--- config.mk ---
export PLATFORM = sky130hd
export DESIGN_NAME = sgwl_loader
export DESIGN_NICKNAME = d
export VERILOG_FILES = /design/src/sgwl_pkg.sv /design/src/sgwl_pins_if.sv /design/src/sgwl_sync.sv /design/src/sgwl_loader.sv
export SDC_FILE = /design/constraint.sdc
export NUM_CORES = 1
export LEC_CHECK = 0
export ABC_AREA = 1
export BUFFER_PORTS_ARGS = -buffer_cell sky130_fd_sc_hd__buf_2
export CAP_MARGIN = 20
export CORE_MARGIN = 2
export CORE_UTILIZATION = 30
export CTS_CLUSTER_DIAMETER = 150
export CTS_CLUSTER_SIZE = 12
export DETAILED_ROUTE_END_ITERATION = 16
export GPL_TIMING_DRIVEN = 0
export PLACE_DENSITY = 0.53
export SLEW_MARGIN = 20
export SYNTH_ARGS = -nofsm -noshare
export SYNTH_HDL_FRONTEND = slang
export SYNTH_HIERARCHICAL = 1
export SYNTH_SLANG_ARGS = --single-unit
--- constraint.sdc ---
create_clock -name sys_clk -period 3.7 [get_ports sys_clk]
set_input_delay 0.37 -clock sys_clk [delete_from_list [all_inputs] [get_ports sys_clk]]
set_output_delay 0.37 -clock sys_clk [all_outputs]
set_load 0.02 [all_outputs]
--- src/sgwl_pkg.sv ---
//------------------------------------------------------------------------------
// Purpose : shared constants and gain mapping for the serial gain word loader
// Assumes : one system clock at 125 MHz samples every pin
// Notes   : gain values are kept in thousandths of V/V
//------------------------------------------------------------------------------
package sgwl_pkg;

    // -------------------------------------------------------------------------
    // word layout and reset values
    // -------------------------------------------------------------------------
    localparam int          WORD_W        = 8;
    localparam int          CNT_W         = 4;
    localparam logic [7:0]  GAIN_CODE_RST = 8'h00;  // no documented power-on value
    localparam logic [7:0]  SHIFT_RST     = 8'h00;
    localparam logic [3:0]  CNT_RST       = 4'h0;
    localparam logic [3:0]  WORD_BITS     = 4'h8;   // bits in one gain word

    // -------------------------------------------------------------------------
    // gain mapping: gain = offset + step * code
    // -------------------------------------------------------------------------
    localparam int          GAIN_W         = 15;
    localparam logic [14:0] GAIN_STEP_MILLI = 15'h004D;  // 0.077 V/V per count
    localparam logic [14:0] GAIN_OFS_MILLI  = 15'h013C;  // 0.316 V/V at code 0
    localparam logic [14:0] GAIN_MAX_MILLI  = 15'h4DEF;  // 19.951 V/V at code 255
    localparam logic [7:0]  CODE_MAX        = 8'hFF;
    localparam logic [7:0]  CODE_MIN        = 8'h00;

    // -------------------------------------------------------------------------
    // timing
    // -------------------------------------------------------------------------
    localparam int CLK_PERIOD_NS = 8;
    localparam int UPDATE_NS     = 30;
    localparam int SLEEP_NS      = 45;
    // longest times round down, never below one cycle
    localparam int UPDATE_CYC = (UPDATE_NS / CLK_PERIOD_NS) < 1 ? 1 : (UPDATE_NS / CLK_PERIOD_NS);
    localparam int SLEEP_CYC  = (SLEEP_NS / CLK_PERIOD_NS) < 1 ? 1 : (SLEEP_NS / CLK_PERIOD_NS);

    // code to gain in thousandths of V/V
    function automatic logic [14:0] sgwl_gain_milli(input logic [7:0] code);
        logic [14:0] prod;
        prod = GAIN_STEP_MILLI * {7'h00, code};
        return prod + GAIN_OFS_MILLI;
    endfunction

endpackage

--- src/sgwl_pins_if.sv ---
//------------------------------------------------------------------------------
// Purpose : carries synchronised pin levels and edges to the loader core
// Assumes : all signals are on sys_clk
// Notes   : edges are one-cycle pulses
//------------------------------------------------------------------------------
`timescale 1ns/1ns
interface sgwl_pins_if;
    logic sclk_rise;    // serial clock rising edge pulse
    logic serial_gain_in_s;      // synchronised serial data
    logic load_n_s;     // synchronised load enable, active low
    logic load_rise;    // load enable rising edge pulse
    logic load_fall;    // load enable falling edge pulse
    logic sleep_n_s;    // synchronised power-down, active low

    modport sync (output sclk_rise, serial_gain_in_s, load_n_s, load_rise, load_fall, sleep_n_s);
    modport core (input  sclk_rise, serial_gain_in_s, load_n_s, load_rise, load_fall, sleep_n_s);
endinterface

--- src/sgwl_sync.sv ---
//------------------------------------------------------------------------------
// Purpose : two-flop synchronisers for the four pins, edge finders for serial clock and load enable
// Assumes : pins are asynchronous to sys_clk
// Notes   : edges are found on the second stage only
//------------------------------------------------------------------------------
`timescale 1ns/1ns
module sgwl_sync
    import sgwl_pkg::*;
(
    input  wire logic   sys_clk,
    input  wire logic   sys_rst,
    input  wire logic   serial_clk,
    input  wire logic   serial_gain_in,
    input  wire logic   load_enable_n,
    input  wire logic   amp_sleep_n,
    sgwl_pins_if.sync   pins
);
    // bit order: 3 sleep, 2 load, 1 data, 0 clock
    localparam logic [3:0] SYNC_RST = 4'hC;  // idle pins: load high, awake

    logic [3:0] meta_ff;
    logic [3:0] sync_ff;
    logic [3:0] prev_ff;
    logic [3:0] nxt_meta;
    logic [3:0] nxt_sync;
    logic [3:0] nxt_prev;

    // -------------------------------------------------------------------------
    // next stage values; first stage feeds only the second
    // -------------------------------------------------------------------------
    always_comb begin
        nxt_meta = {amp_sleep_n, load_enable_n, serial_gain_in, serial_clk};
        nxt_sync = meta_ff;
        nxt_prev = sync_ff;
    end

    // register stages
    always_ff @(posedge sys_clk) begin
        if (sys_rst) begin
            meta_ff <= SYNC_RST;
            sync_ff <= SYNC_RST;
            prev_ff <= SYNC_RST;
        end else begin
            meta_ff <= nxt_meta;
            sync_ff <= nxt_sync;
            prev_ff <= nxt_prev;
        end
    end

    // edges from settled stage against its delayed copy
    assign pins.sclk_rise = sync_ff[0] & ~prev_ff[0];
    assign pins.serial_gain_in_s   = sync_ff[1];
    assign pins.load_n_s  = sync_ff[2];
    assign pins.load_rise = sync_ff[2] & ~prev_ff[2];
    assign pins.load_fall = ~sync_ff[2] & prev_ff[2];
    assign pins.sleep_n_s = sync_ff[3];
endmodule

--- src/sgwl_loader.sv ---
//------------------------------------------------------------------------------
// Purpose : serial gain word loader: shift register, data latch, amp mode
// Assumes : serial clock period well above four sys_clk cycles
// Notes   : pins are oversampled; latency from pin to output is three cycles
//------------------------------------------------------------------------------
// Functional notes
// gain word is 8 bits, shifted MSB first on serial clock rising edges
// latched gain holds while load enable is low
// controller gives exactly eight clocks with load low, then raises it
// load enable rising edge copies shift register into the gain latch
// with load enable high, serial clock and data are ignored
// code is unsigned: all ones maximum gain, all zeros minimum
// gain equals fixed offset plus fixed step times latched code
// power-down input high: forward amplifier on, reverse off
// power-down input low: forward amplifier off, reverse amplifier on
// power-down never disturbs the latched gain
// load enable falling edge freezes latch and arms the shift register
// new gain takes effect within about 30 ns of load rising
// power-down acts at any time; output off within about 45 ns
// no power-on gain; controller loads a known word first; here reset loads code 0 (0.316 V/V)
`timescale 1ns/1ns
module sgwl_loader
    import sgwl_pkg::*;
(
    input  wire logic              sys_clk,
    input  wire logic              sys_rst,
    input  wire logic              serial_clk,
    input  wire logic              serial_gain_in,
    input  wire logic              load_enable_n,
    input  wire logic              amp_sleep_n,
    output logic [WORD_W-1:0]      gain_code_ff,
    output logic [GAIN_W-1:0]      gain_milli_ff,
    output logic                   gain_update_ff,
    output logic                   fwd_amp_en_ff,
    output logic                   rev_amp_en_ff,
    output logic [CNT_W-1:0]       bit_count_ff,
    output logic                   word_full_ff
);
    localparam int UPD_LAT = UPDATE_CYC;
    localparam int SLP_LAT = SLEEP_CYC;

    sgwl_pins_if pins ();

    // -------------------------------------------------------------------------
    // pin synchronisers
    // -------------------------------------------------------------------------
    sgwl_sync u_sync (
        .sys_clk        (sys_clk),
        .sys_rst        (sys_rst),
        .serial_clk     (serial_clk),
        .serial_gain_in (serial_gain_in),
        .load_enable_n  (load_enable_n),
        .amp_sleep_n    (amp_sleep_n),
        .pins           (pins.sync)
    );

    logic [WORD_W-1:0] shift_ff;
    logic [WORD_W-1:0] nxt_shift;
    logic [CNT_W-1:0]  nxt_bit_count;
    logic              nxt_word_full;
    logic [WORD_W-1:0] nxt_gain_code;
    logic [GAIN_W-1:0] nxt_gain_milli;
    logic              nxt_gain_update;
    logic              nxt_fwd_amp_en;
    logic              nxt_rev_amp_en;
    logic              shift_en;

    // -------------------------------------------------------------------------
    // shift register and bit counter
    // -------------------------------------------------------------------------
    // shifting only while load is low; the gated clock is modelled as enable
    assign shift_en = ~pins.load_n_s & pins.sclk_rise;

    always_comb begin
        nxt_shift     = shift_ff;
        nxt_bit_count = bit_count_ff;
        if (pins.load_fall) begin
            nxt_bit_count = CNT_RST;
        end
        // a clock rise in the load fall cycle still counts as the first bit
        if (shift_en) begin
            nxt_shift = {shift_ff[WORD_W-2:0], pins.serial_gain_in_s};
            // count saturates; extra clocks still shift, last eight win
            if (nxt_bit_count != WORD_BITS) begin
                nxt_bit_count = nxt_bit_count + 4'h1;
            end
        end
        nxt_word_full = (nxt_bit_count == WORD_BITS);
    end

    always_ff @(posedge sys_clk) begin
        if (sys_rst) begin
            shift_ff     <= SHIFT_RST;
            bit_count_ff <= CNT_RST;
            word_full_ff <= 1'b0;
        end else begin
            shift_ff     <= nxt_shift;
            bit_count_ff <= nxt_bit_count;
            word_full_ff <= nxt_word_full;
        end
    end

    // -------------------------------------------------------------------------
    // data latch and gain mapping
    // -------------------------------------------------------------------------
    // latch loads once per rising edge; equals transparency since the
    // shift register cannot move while load is high
    always_comb begin
        nxt_gain_code   = gain_code_ff;
        nxt_gain_milli  = gain_milli_ff;
        nxt_gain_update = 1'b0;
        if (pins.load_rise) begin
            nxt_gain_code   = shift_ff;
            nxt_gain_milli  = sgwl_gain_milli(shift_ff);
            nxt_gain_update = 1'b1;
        end
    end

    always_ff @(posedge sys_clk) begin
        if (sys_rst) begin
            gain_code_ff   <= GAIN_CODE_RST;
            gain_milli_ff  <= GAIN_OFS_MILLI;
            gain_update_ff <= 1'b0;
        end else begin
            gain_code_ff   <= nxt_gain_code;
            gain_milli_ff  <= nxt_gain_milli;
            gain_update_ff <= nxt_gain_update;
        end
    end

    // -------------------------------------------------------------------------
    // amplifier mode
    // -------------------------------------------------------------------------
    // mode follows the level only; latch is not touched here
    always_comb begin
        nxt_fwd_amp_en = pins.sleep_n_s;
        nxt_rev_amp_en = ~pins.sleep_n_s;
    end

    always_ff @(posedge sys_clk) begin
        if (sys_rst) begin
            fwd_amp_en_ff <= 1'b1;
            rev_amp_en_ff <= 1'b0;
        end else begin
            fwd_amp_en_ff <= nxt_fwd_amp_en;
            rev_amp_en_ff <= nxt_rev_amp_en;
        end
    end

    // -------------------------------------------------------------------------
    // assertions
    // -------------------------------------------------------------------------
    property p_shift_msb_first;
        @(posedge sys_clk) disable iff (sys_rst)
        shift_en |=>
            shift_ff == {$past(shift_ff[WORD_W-2:0]), $past(pins.serial_gain_in_s)};
    endproperty
    a_shift_msb_first: assert property (p_shift_msb_first)
        else $error("shift register did not take serial bit at lsb");

    property p_latch_holds;
        @(posedge sys_clk) disable iff (sys_rst)
        (!pins.load_n_s && !pins.load_rise) |=> $stable(gain_code_ff);
    endproperty
    a_latch_holds: assert property (p_latch_holds)
        else $error("gain changed while load enable low");

    property p_latch_loads;
        @(posedge sys_clk) disable iff (sys_rst)
        pins.load_rise |=> (gain_code_ff == $past(shift_ff)) && gain_update_ff;
    endproperty
    a_latch_loads: assert property (p_latch_loads)
        else $error("gain latch missed shift register on load rise");

    property p_shift_gated;
        @(posedge sys_clk) disable iff (sys_rst)
        pins.load_n_s |=> $stable(shift_ff);
    endproperty
    a_shift_gated: assert property (p_shift_gated)
        else $error("shift register moved while load enable high");

    property p_code_extremes;
        @(posedge sys_clk) disable iff (sys_rst)
        (gain_code_ff == CODE_MAX |-> gain_milli_ff == GAIN_MAX_MILLI) and
        (gain_code_ff == CODE_MIN |-> gain_milli_ff == GAIN_OFS_MILLI);
    endproperty
    a_code_extremes: assert property (p_code_extremes)
        else $error("gain extremes do not match code extremes");

    property p_gain_linear;
        @(posedge sys_clk) disable iff (sys_rst)
        pins.load_rise ##1 (gain_code_ff != CODE_MIN) |->
            gain_milli_ff - GAIN_STEP_MILLI == sgwl_gain_milli(gain_code_ff - 8'h01);
    endproperty
    a_gain_linear: assert property (p_gain_linear)
        else $error("gain step per code count is wrong");

    property p_forward_mode;
        @(posedge sys_clk) disable iff (sys_rst)
        pins.sleep_n_s |=> fwd_amp_en_ff && !rev_amp_en_ff;
    endproperty
    a_forward_mode: assert property (p_forward_mode)
        else $error("forward mode not selected with power-down high");

    property p_reverse_mode;
        @(posedge sys_clk) disable iff (sys_rst)
        !pins.sleep_n_s |=> !fwd_amp_en_ff && rev_amp_en_ff;
    endproperty
    a_reverse_mode: assert property (p_reverse_mode)
        else $error("reverse mode not selected with power-down low");

    property p_sleep_keeps_gain;
        @(posedge sys_clk) disable iff (sys_rst)
        ($changed(pins.sleep_n_s) && !pins.load_rise) |=> $stable(gain_milli_ff);
    endproperty
    a_sleep_keeps_gain: assert property (p_sleep_keeps_gain)
        else $error("power-down disturbed the latched gain");

    property p_fall_arms;
        @(posedge sys_clk) disable iff (sys_rst)
        pins.load_fall |=>
            (bit_count_ff == ($past(shift_en) ? 4'h1 : CNT_RST)) && $stable(gain_code_ff);
    endproperty
    a_fall_arms: assert property (p_fall_arms)
        else $error("load fall did not restart the word");

    property p_update_time;
        @(posedge sys_clk) disable iff (sys_rst)
        ($rose(load_enable_n) ##1 load_enable_n) |-> ##[0:UPD_LAT] gain_update_ff;
    endproperty
    a_update_time: assert property (p_update_time)
        else $error("gain update later than allowed");

    property p_sleep_time;
        @(posedge sys_clk) disable iff (sys_rst)
        ($fell(amp_sleep_n) ##1 !amp_sleep_n ##1 !amp_sleep_n) |->
            ##[0:SLP_LAT] !fwd_amp_en_ff;
    endproperty
    a_sleep_time: assert property (p_sleep_time)
        else $error("output not switched off in time after power-down");

endmodule

==> impl_summary.txt, run 1 <==
----------------------------------------------------
[Run status]
  Outcome ... completed

[Cells and area]
  Sequential Area ... 946 um2
  Share of the core filled with cells in the final layout ... a little over a third
  Diodes inserted ... 0
  Fill cell instance count of the final layout ... 959
  Area of the multi-input gates ... around 1600 um2
  Area delta synth->final ... 15.3%
  Share of final-layout standard cells stronger than drive strength 1 ... about 17%
  Net count, final ... approximately 450

[Power and ir drop]
  Power density over the cells ... 300 nW/um2
  Leak ... approximately 1.8 nW
  Maximum vdd drop ... 0.178 mV

[Clocking]
  Clock latency on the worst-skew pair ... 0.29 ns
  Clock tree from TritonCTS ... done
  Count of clock tree sinks ... 47
  Cells resized by post-CTS repair ... 0
  Number of buffers added for setup after CTS ... 0
  Library cell used as clock root buffer ... clkbuf_8
  Number of buffers added by the clock tree synthesis step ... 5
  Buffers from clock root to sink, at most ... 2
  Clock H-tree levels ... 2
  Clock transition at the registers of the reported paths ... 0.09 ns
  CTS Hold Buffers Added ... 0

[Setup path]
  Worst setup path startpoint ... shift_ff[5]
  CP Data Arrival Time ... 3.59 ns
  Launching point of the worst reg2reg path ... shift_ff[5]
  Data required time at the worst endpoint ... 3.89 ns
  Biggest fanout along the worst timing path ... 7
  Startpoint kind of the worst setup timing path ... register
  Crit. End Element ... register
  CP Class ... reg2reg

[Global routing]
  Wire length of the first global-routing pass ... 9780 um
  Number of global-route vias before repair ... 2161
  All-Layer GR Usage ... a little under an eighth
  Largest net degree at the start of global routing ... 15
  Initial antenna violation count ... 0
  Remaining global-route overflow ... 0

[Hold path]
  Worst hold path type ... in2reg
  Hold path startpoint ... load_enable_n

[Synthesis]
  Post-synthesis instance total ... ~350
  Flip-flop and latch count after synthesis ... 47
  Seq/Total Area, Yosys ... 33.7%
  Fraction of registers with async set/reset ... 0%
  Most common flop cell mapped by yosys ... dfxtp_1
  Number of library cell types mapped by synthesis ... 29
  EDFF count, synth ... 0
  Post-synthesis area per instance ... 7.96 um2
  Post-synthesis net count ... 405
  Area of the mapped netlist ... between 2000 and 3000 um2
  Number of synthesis warnings ... 6

[Route]
  Count of routing violations after the opening detailed-route iteration ... 60
  Routed wire length ... around 5500 um
  Routed via count divided by cell count ... 4.41
  Average wire per standard cell ... 10.9 um
  Total vias in the final route ... 2231
  DRC errors left ... 0
  Detail Route Antenna Nets ... 0
  Initial DRT Pass Iterations ... 4

[Die]
  IO Count ... 37
  Die extent in y ... a little over 100 um
  Total Die Area ... 10100 um2
  Total number of placement rows ... 35
  Placeable Area ... 9150 um2
  Die span in x ... a little over 100 um
  Starting density of the core ... 30.5%

[STA]
  Final clock period utilization by the worst path ... 91.8%
  Final setup fails ... 0
  Final Max Tran Viols ... 0
  Unrepaired setup endpoints after global routing ... no
  Final hold violation count ... 0
  Final worst path period need ... 3.40 ns
  Worst Tran Pin Value ... ~0.48 ns
  Total negative setup slack ... 0 ns
  Final clock skew ... 0.00940 ns
  Worst-case headroom to the max-slew limit ... 67.8%
  Max Freq ... ~0.3 GHz

[Placement]
  GP Congestion ... 0.894
  Number of I/O port buffers ... 36
  Half-perimeter wire length after detailed placement ... between 4000 and 5000 um

[Flow run]
  Max-cap violation count ... 0

----------------------------------------------------
-- kinds of logic after synthesis --
| logic type | count (synthesis) | synth area share [%] |
|---|---|---|
| and+or+nand+nor | 140 | 21.4 |
| buffers and inverters | 67 | 9.72 |
| xor gates and xnor gates | 8 | 2.51 |
| AOI/OAI and AO/OA | 41 | 8.24 |
| adders and majority gates | 48 | 24.5 |
| DFF | 47 | 33.7 |
-- critical path, stage by stage, from the launching register on --
cell and delay, ns:
dfxtp_2 0.44, ha_1 0.26, ha_1 0.30, fa_1 0.55, inv_1 0.06, fa_1 0.53, inv_1 0.04, ha_1 0.38
a21oi_2 0.26, nand2_1 0.09, nand2_1 0.09, nand3_1 0.07, nand2_1 0.06, nand3_1 0.07, nand2_1 0.07, inv_1 0.03
-- cells in the mapped netlist (all sizes together), types with 2 or more instances --
| cell | count | area share [%] |
|---|---|---|
| nand4 | 2 | 0.99 |
| fa | 11 | 7.9 |
| o21ai | 22 | 4.3 |
| inv | 56 | 7.5 |
| buf | 7 | 1.7 |
| xnor2 | 4 | 1.3 |
| clkbuf | 4 | 0.54 |
| a21oi | 15 | 2.8 |
| nand2 | 56 | 7.9 |
| ha | 37 | 17 |
| o21a | 2 | 0.54 |
| xor2 | 4 | 1.3 |
| nor2 | 61 | 8.5 |
| dfxtp | 47 | 34 |
| nand3 | 19 | 3.6 |
-- sequential cells by signal, summed over array words and instances (netlist names) --
name and count:
gain_milli_ff 13, gain_code_ff 8, shift_ff 8, bit_count_ff 4
u_sync/meta_ff 4, u_sync/nxt_prev 4, u_sync/prev_ff 2, fwd_amp_en_ff 1
gain_update_ff 1, rev_amp_en_ff 1, word_full_ff 1
-- where the power goes --
group | internal (mW) | switching, mW
Clock | 0.170 | 0.168
Sequential | 0.520 | 0.00795
Combinational | 0.0363 | 0.0637
-- metrics by stage --
stage | cell area (um2) | hold slack (ns) | instances | worst slack (ns) | power (mW)
global route | 3220 | 0.258 | 506 | 0.0421 | 1.02
global placement | 3110 | 0.383 | 498 | 0.219 | 0.640
finish | 3220 | 0.248 | 506 | 0.305 | 0.966
floorplan | 2790 | 0.380 | 351 | 0.561 | 0.610
detailed placement | 3110 | 0.394 | 498 | 0.244 | 0.640
CTS | 3220 | 0.245 | 506 | 0.189 | 0.984
-- worst paths after layout --
kind / end / slack (ns) / cells after the start
min reg2reg: u_sync/nxt_prev[1] / 0.41 / 2
min: u_sync/meta_ff[2] / 0.25 / 3
max: gain_milli_ff[13] / 0.30 / 15
max reg2reg: gain_milli_ff[13] / 0.30 / 15
-- cell type report --
class	count	area share, %
timing repair buffer	36	5.59
sequential	47	29.4
clock inverter	1	0.233
clock buffer	7	2.99
inverter	56	6.52
buffer	11	1.90
tap	111	4.31
multi-input combinational	237	49.1
-- layout by cell type, fill, tap and decap left out, types with 7 or more instances in the layout --
master    count
nor2_1       60
nand2_1      52
inv_1        52
dfxtp_1      43
buf_2        40
ha_1         37
o21ai_0      20
nand3_1      18
a21oi_1      14
fa_1         11
clkbuf_8      7
-- metal layers --
metal / up-vias / share of wire, % / global-route usage [%]
met1: 1000 / 53 / 17.3
met4: 0 / 0.56 / 2.42
met2: 46 / 42 / 18.5
li1: 1183 / - / -
met5: - / 0 / 0
met3: 2 / 3.8 / 2.57
Note: power is estimated with default switching activity, not from simulation.
==> inputs of run 2 (changes only) <==
--- a/config.mk
+++ b/config.mk
@@ -13,7 +13,7 @@
 export CTS_CLUSTER_DIAMETER = 150
 export CTS_CLUSTER_SIZE = 12
 export DETAILED_ROUTE_END_ITERATION = 16
-export GPL_TIMING_DRIVEN = 0
+export GPL_TIMING_DRIVEN = 1
 export PLACE_DENSITY = 0.53
 export SLEW_MARGIN = 20
 export SYNTH_ARGS = -nofsm -noshare
==> constraint.sdc (replaced) <==
create_clock -name sys_clk -period 3.7 [get_ports sys_clk]
set_input_delay 0.185 -clock sys_clk [delete_from_list [all_inputs] [get_ports sys_clk]]
set_output_delay 0.185 -clock sys_clk [all_outputs]
set_load 0.02 [all_outputs]
==> run 2 against run 1 <==
Effect of this change: worst setup slack improved by 0.0014 ns; design area down 1.9%; routed wire length rose by 4.1%; sequential cell count is the same; maximum frequency about the same; clock power decreased by 7.4%; first-iteration DRC count down 22%; hold slack worse by 0.19 ns; critical path depth down 2; critical path type unchanged.
==> impl_summary.txt, run 2 (synthesis results as in run 1) <==
----------------------------------------------------
[STA]
  Final Max Tran Viols ... 0 (unchanged)
  Total negative setup slack ... 0 ns (unchanged)
  Final clock period utilization by the worst path ... 91.7% (about the same)
  Worst-case headroom to the max-slew limit ... 58.3% (-9.4 points)
  Final setup fails ... 0 (unchanged)
  Final clock skew ... 0.00877 ns (-0.000625 ns)
  Final worst path period need ... 3.39 ns (-0.00140 ns)
  Max Freq ... 0.295 GHz (about the same)
  Unrepaired setup endpoints after global routing ... no
  Final hold violation count ... 0 (unchanged)
  Worst Tran Pin Value ... 0.624 ns (+0.140 ns)

[Cells and area]
  Net count, final ... 440 (-1.8%)
  Most frequent standard cell in the layout excluding fill and tap cells ... nor2_1
  Biggest regs ... gain_milli_ff x13, gain_code_ff x8, shift_ff x8
  Share of final-layout standard cells stronger than drive strength 1 ... 15.8% (-1.7 points)
  Top reg by flops ... gain_milli_ff
  Diodes inserted ... 0 (unchanged)
  Finished Cell Area ... 3160 um2 (-1.9%)
  Commonest cells after routing, fill and taps aside ... nor2_1, nand2_1, inv_1
  Area delta synth->final ... 13.2%
  Max FFs per register ... 13 (unchanged)
  Fill cell instance count of the final layout ... 1004 (+4.7%)

[Die]
  Die span in x ... 101 um (unchanged)
  Total Die Area ... 10100 um2 (unchanged)
  Starting density of the core ... 30.5% (unchanged)
  IO Count ... 37 (unchanged)
  Total number of placement rows ... 35 (unchanged)
  Placeable Area ... 9150 um2 (unchanged)
  Die extent in y ... 101 um (unchanged)

[Route]
  Count of routing violations after the opening detailed-route iteration ... 47 (-22%)
  Routed via count divided by cell count ... 4.34 (-1.6%)
  Initial DRT Pass Iterations ... 4 (unchanged)
  Total vias in the final route ... 2160 (-3.2%)
  Detail Route Antenna Nets ... 0 (unchanged)
  Routed wire length ... 5750 um (+4.1%)
  DRC errors left ... 0 (unchanged)
  Average wire per standard cell ... 11.5 um (+5.8%)

[Global routing]
  Remaining global-route overflow ... 0 (unchanged)
  Initial antenna violation count ... 0 (unchanged)
  Wire length of the first global-routing pass ... 9720 um (-0.63%)
  Largest net degree at the start of global routing ... 30 (+15)
  All-Layer GR Usage ... 12.0% (+0.049 points)
  Number of global-route vias before repair ... 2042 (-5.5%)

[Clocking]
  Count of clock tree sinks ... 47 (unchanged)
  Clock H-tree levels ... 2 (unchanged)
  Library cell used as clock root buffer ... clkbuf_8
  Number of buffers added for setup after CTS ... 0 (unchanged)
  CTS Hold Buffers Added ... 0 (unchanged)
  Clock transition at the registers of the reported paths ... 0.09 ns (about the same)
  Clock latency on the worst-skew pair ... 0.30 ns (about the same)
  Cells resized by post-CTS repair ... 0 (unchanged)
  Buffers from clock root to sink, at most ... 2 (unchanged)
  Clock tree from TritonCTS ... done
  Number of buffers added by the clock tree synthesis step ... 5 (unchanged)

[Power and ir drop]
  P_int ... 0.688 mW (-5.3%)
  Combinational Power Share ... 10.5% (about the same)
  Clock share of power ... 33.4% (-1.6 points)
  Flop pwr share ... 56.1% (+1.5 points)
  Power density over the cells ... 297 nW/um2 (-0.89%)
  Leak ... 1.77 nW (-1.4%)
  Maximum vdd drop ... 0.147 mV (-18%)
  Net switching power of the design ... 0.252 mW (+5.1%)
  Post-route total power ... 0.940 mW (-2.7%)
  Sw frac ... 26.8% (+2.0 points)

[Run status]
  Outcome ... completed

[Setup path]
  Crit. End Element ... register
  Biggest fanout along the worst timing path ... 7 (unchanged)
  CP Data Arrival Time ... 3.59 ns (about the same)
  Launching point of the worst reg2reg path ... shift_ff[6]
  Worst setup path startpoint ... shift_ff[6]
  Data required time at the worst endpoint ... 3.90 ns (about the same)
  Startpoint kind of the worst setup timing path ... register
  CP Class ... reg2reg

[Placement]
  Post-DP Area ... 3070 um2 (-1.2%)
  Half-perimeter wire length after detailed placement ... 4330 um (-4.3%)
  Number of I/O port buffers ... 36 (unchanged)
  GP Congestion ... 0.842 (-5.8%)

[Hold path]
  Worst hold path type ... in2reg
  Hold path startpoint ... load_enable_n

[Flow run]
  Max-cap violation count ... 0 (unchanged)

----------------------------------------------------
run 2: final cells by class:
class,instances,area [um2],share of cell area (%)
clock buffer,5,68.8,2.18
sequential,47,941,29.8
clock inverter,3,18.8,0.594
inverter,56,210,6.65
tap,111,139,4.39
timing repair buffer,39,203,6.41
multi-input combinational,237,1580,50.0
run 2: critical path: stages (launching register included):
cell,delay (ns)
dfxtp_1,0.48
ha_1,0.29
ha_1,0.30
fa_1,0.53
inv_1,0.06
fa_1,0.53
inv_1,0.04
ha_1,0.36
a21oi_2,0.25
nor2_1,0.06
nor2_1,0.12
a21oi_1,0.09
o21ai_1,0.13
inv_1,0.05
run 2: per-layer routing:
| layer | track usage, % | part of all wire, % | up-vias |
|---|---|---|---|
| met5 | 0 | 0 | - |
| met4 | 2.85 | 0.99 | 0 |
| met3 | 2.08 | 2.5 | 5 |
| met2 | 18.2 | 42 | 33 |
| met1 | 17.8 | 54 | 961 |
| li1 | - | - | 1161 |
run 2: stage by stage:
stage	std cells	setup WS (ns)	hold WS, ns	utilization (%)
final	498	0.306	0.0575	34.5
after global routing	498	0.0854	0.0664	34.5
after CTS	498	0.317	0.0507	34.5
after detailed placement	490	0.334	0.370	33.6
after global placement	490	0.401	0.369	33.6
after floorplan	351	0.561	0.256	-
run 2: path summary, 6_finish.rpt:
check | to | slack (ns) | depth (start not counted)
max | gain_milli_ff[11] | 0.31 | 13
min | u_sync/meta_ff[2] | 0.06 | 3
max reg2reg | gain_milli_ff[11] | 0.31 | 13
min reg2reg | rev_amp_en_ff | 0.40 | 1
run 2: power by group through the flow:
stage / clock (mW) / sequential, mW / combinational, mW
after CTS: 0.327 / 0.527 / 0.101
after global routing: 0.345 / 0.529 / 0.114
after global placement: 0 / 0.539 / 0.0988
after floorplan: 0 / 0.549 / 0.0604
after detailed placement: 0 / 0.539 / 0.0990
final: 0.314 / 0.527 / 0.0986
==> inputs of run 3 (changes only) <==
==> constraint.sdc (replaced) <==
create_clock -name sys_clk -period 4.3 [get_ports sys_clk]
set_input_delay 0.215 -clock sys_clk [delete_from_list [all_inputs] [get_ports sys_clk]]
set_output_delay 0.215 -clock sys_clk [all_outputs]
set_load 0.02 [all_outputs]
==> run 3 against run 2 <==
Effect of this change: via count up 0.37%; register-to-register slack gained 0.59 ns; routed wire length is 2.2% lower; largest cell class unchanged; clock skew increased by 0.0029 ns; non-clock buffer count decreased by 2; highest routed layer unchanged; maximum frequency decreased by 0.26%; sequential share of layout area shrank 0.12 points; sequential cell count stayed put; design area up 0.40%; critical path type unchanged; hold slack improved by 0.035 ns.
==> impl_summary.txt, run 3 (synthesis results as in run 1) <==
----------------------------------------------------
[Cells and area]
  Share of final-layout standard cells stronger than drive strength 1 ... 15.3% (-0.44 points)
  Max FFs per register ... 13 (unchanged)
  Most frequent standard cell in the layout excluding fill and tap cells ... nor2_1
  Diodes inserted ... 0 (unchanged)
  Biggest regs ... gain_milli_ff x13, gain_code_ff x8, shift_ff x8
  Area delta synth->final ... 13.6%
  Top reg by flops ... gain_milli_ff
  Net count, final ... 438 (-0.45%)
  Share of the core filled with cells in the final layout ... 34.7% (+0.14 points)
  Commonest cells after routing, fill and taps aside ... nor2_1, nand2_1, inv_1

[Flow run]
  Max-cap violation count ... 0 (unchanged)

[Run status]
  Outcome ... completed

[Clocking]
  CTS Hold Buffers Added ... 0 (unchanged)
  Number of buffers added by the clock tree synthesis step ... 5 (unchanged)
  Number of buffers added for setup after CTS ... 0 (unchanged)
  Cells resized by post-CTS repair ... 0 (unchanged)
  Clock latency on the worst-skew pair ... 0.30 ns (about the same)
  Clock transition at the registers of the reported paths ... 0.09 ns (about the same)
  Library cell used as clock root buffer ... clkbuf_8
  Clock tree from TritonCTS ... done
  Buffers from clock root to sink, at most ... 2 (unchanged)
  Count of clock tree sinks ... 47 (unchanged)
  Clock H-tree levels ... 2 (unchanged)

[Route]
  Detail Route Antenna Nets ... 0 (unchanged)
  DRC errors left ... 0 (unchanged)
  Routed via count divided by cell count ... 4.37 (+0.78%)
  Routed wire length ... 5620 um (-2.2%)
  Total vias in the final route ... 2168 (+0.37%)
  Initial DRT Pass Iterations ... 4 (unchanged)
  Average wire per standard cell ... 11.3 um (-1.8%)
  Count of routing violations after the opening detailed-route iteration ... 44 (-6.4%)

[Hold path]
  Worst hold path type ... in2reg
  Number of cells on the worst hold path ... 3 (unchanged)
  Hold path startpoint ... load_enable_n
  Min-Delay Endpoint ... u_sync/meta_ff[2]

[Power and ir drop]
  Post-route total power ... 0.869 mW (-7.6%)
  Power density over the cells ... 274 nW/um2 (-7.9%)
  Maximum vdd drop ... 0.173 mV (+18%)
  Leak ... 1.76 nW (-0.25%)

[Die]
  IO Count ... 37 (unchanged)
  Placeable Area ... 9150 um2 (unchanged)
  Total Die Area ... 10100 um2 (unchanged)
  Total number of placement rows ... 35 (unchanged)
  Die span in x ... 101 um (unchanged)
  Starting density of the core ... 30.5% (unchanged)
  Die extent in y ... 101 um (unchanged)

[Setup path]
  Most frequent CP cell ... nand2_1
  Capture point of the worst reg-to-reg path ... gain_milli_ff[12]
  CP Class ... reg2reg
  Cells on worst reg2reg path ... 16 (+3)
  Crit-path cells ... ha_1, ha_1, fa_1, inv_1, fa_1, inv_1, ha_1, or2_0, nand2_1, inv_2, nand2_1, nand2_1, nand2_1, nand3_1, nand2_1, inv_1
  Library cell contributing the largest single delay on the critical path ... fa_1
  Startpoint kind of the worst setup timing path ... register
  Launching point of the worst reg2reg path ... shift_ff[4]
  Register-to-register path setup slack ... 0.90 ns (+0.59 ns)
  Crit. End Element ... register
  Biggest fanout along the worst timing path ... 7 (unchanged)
  CP Data Arrival Time ... 3.61 ns (+0.02 ns)
  Delay of the slowest critical-path stage ... 0.53 ns (about the same)
  Data required time at the worst endpoint ... 4.51 ns (+0.61 ns)

[STA]
  Final setup fails ... 0 (unchanged)
  Max Freq ... 0.294 GHz (-0.26%)
  Final hold violation count ... 0 (unchanged)
  Worst-case headroom to the max-slew limit ... 58.8% (+0.45 points)
  Unrepaired setup endpoints after global routing ... no
  Post-layout worst setup margin ... 0.897 ns (+0.591 ns)
  Worst Tran Pin Value ... 0.617 ns (-0.00674 ns)
  Final clock period utilization by the worst path ... 79.1% (-13 points)
  Final clock skew ... 0.0116 ns (+0.00287 ns)
  Final Max Tran Viols ... 0 (unchanged)
  Total negative setup slack ... 0 ns (unchanged)
  Final worst path period need ... 3.40 ns (+0.00885 ns)

[Placement]
  GP Congestion ... 0.846 (+0.43%)
  Half-perimeter wire length after detailed placement ... 4430 um (+2.5%)
  Number of I/O port buffers ... 36 (unchanged)
  Worst slack at placement ... 0.909 ns (+0.575 ns)

[Global routing]
  Remaining global-route overflow ... 0 (unchanged)
  All-Layer GR Usage ... 12.0% (-0.038 points)
  Initial antenna violation count ... 0 (unchanged)
  Number of global-route vias before repair ... 2127 (+4.2%)
  Wire length of the first global-routing pass ... 9870 um (+1.6%)
  Largest net degree at the start of global routing ... 30 (unchanged)

----------------------------------------------------
-- run 3: report_power, final --
group	switching (mW)	total, mW	internal, mW
registers	0.00668	0.454	0.447
clock network	0.156	0.331	0.175
logic	0.0542	0.0835	0.0293
-- run 3: worst max-delay path, delay by kind of cell (launching register included) --
family | cells | cell delay, ns
adders and majority gates | 5 | 1.99
and+or+nand+nor | 7 | 0.61
buffers and inverters | 4 | 0.19
DFF | 1 | 0.51
-- run 3: area by class of cell --
cell class | count | area [um2]
Fill cell | 967 | 5980
Multi-Input combinational cell | 237 | 1580
Sequential cell | 47 | 941
Inverter | 56 | 210
Timing Repair Buffer | 37 | 188
Tap cell | 111 | 139
Clock buffer | 5 | 68.8
Clock inverter | 3 | 46.3
-- run 3: worst max-delay path by stage --
stage                     start                 to  slack, ns  cells past startpoint
global route        shift_ff[4]  gain_milli_ff[10]       0.66                     16
detailed placement  shift_ff[4]  gain_milli_ff[12]       0.91                     16
finish              shift_ff[4]  gain_milli_ff[12]       0.90                     16
CTS                 shift_ff[4]  gain_milli_ff[12]       0.89                     16
global placement    shift_ff[4]  gain_milli_ff[12]       0.88                     16
floorplan           shift_ff[5]  gain_milli_ff[12]       1.16                     16
-- run 3: through the flow --
step                hold slack [ns]  std cells  cell area [um2]
detailed placement            0.389        488             3060
finish                       0.0930        496             3170
global route                 0.0932        496             3170
CTS                          0.0803        496             3170
global placement              0.385        488             3060
floorplan                     0.286        351             2790
-- run 3: routing by layer --
metal	routed length [um]	global-route usage, %	part of all wire [%]	up-vias
met5	0	0	0	-
met4	24	1.90	0.43	0
met3	146	2.36	2.6	2
met2	2440	18.7	43	29
met1	3010	17.5	54	974
li1	-	-	-	1163
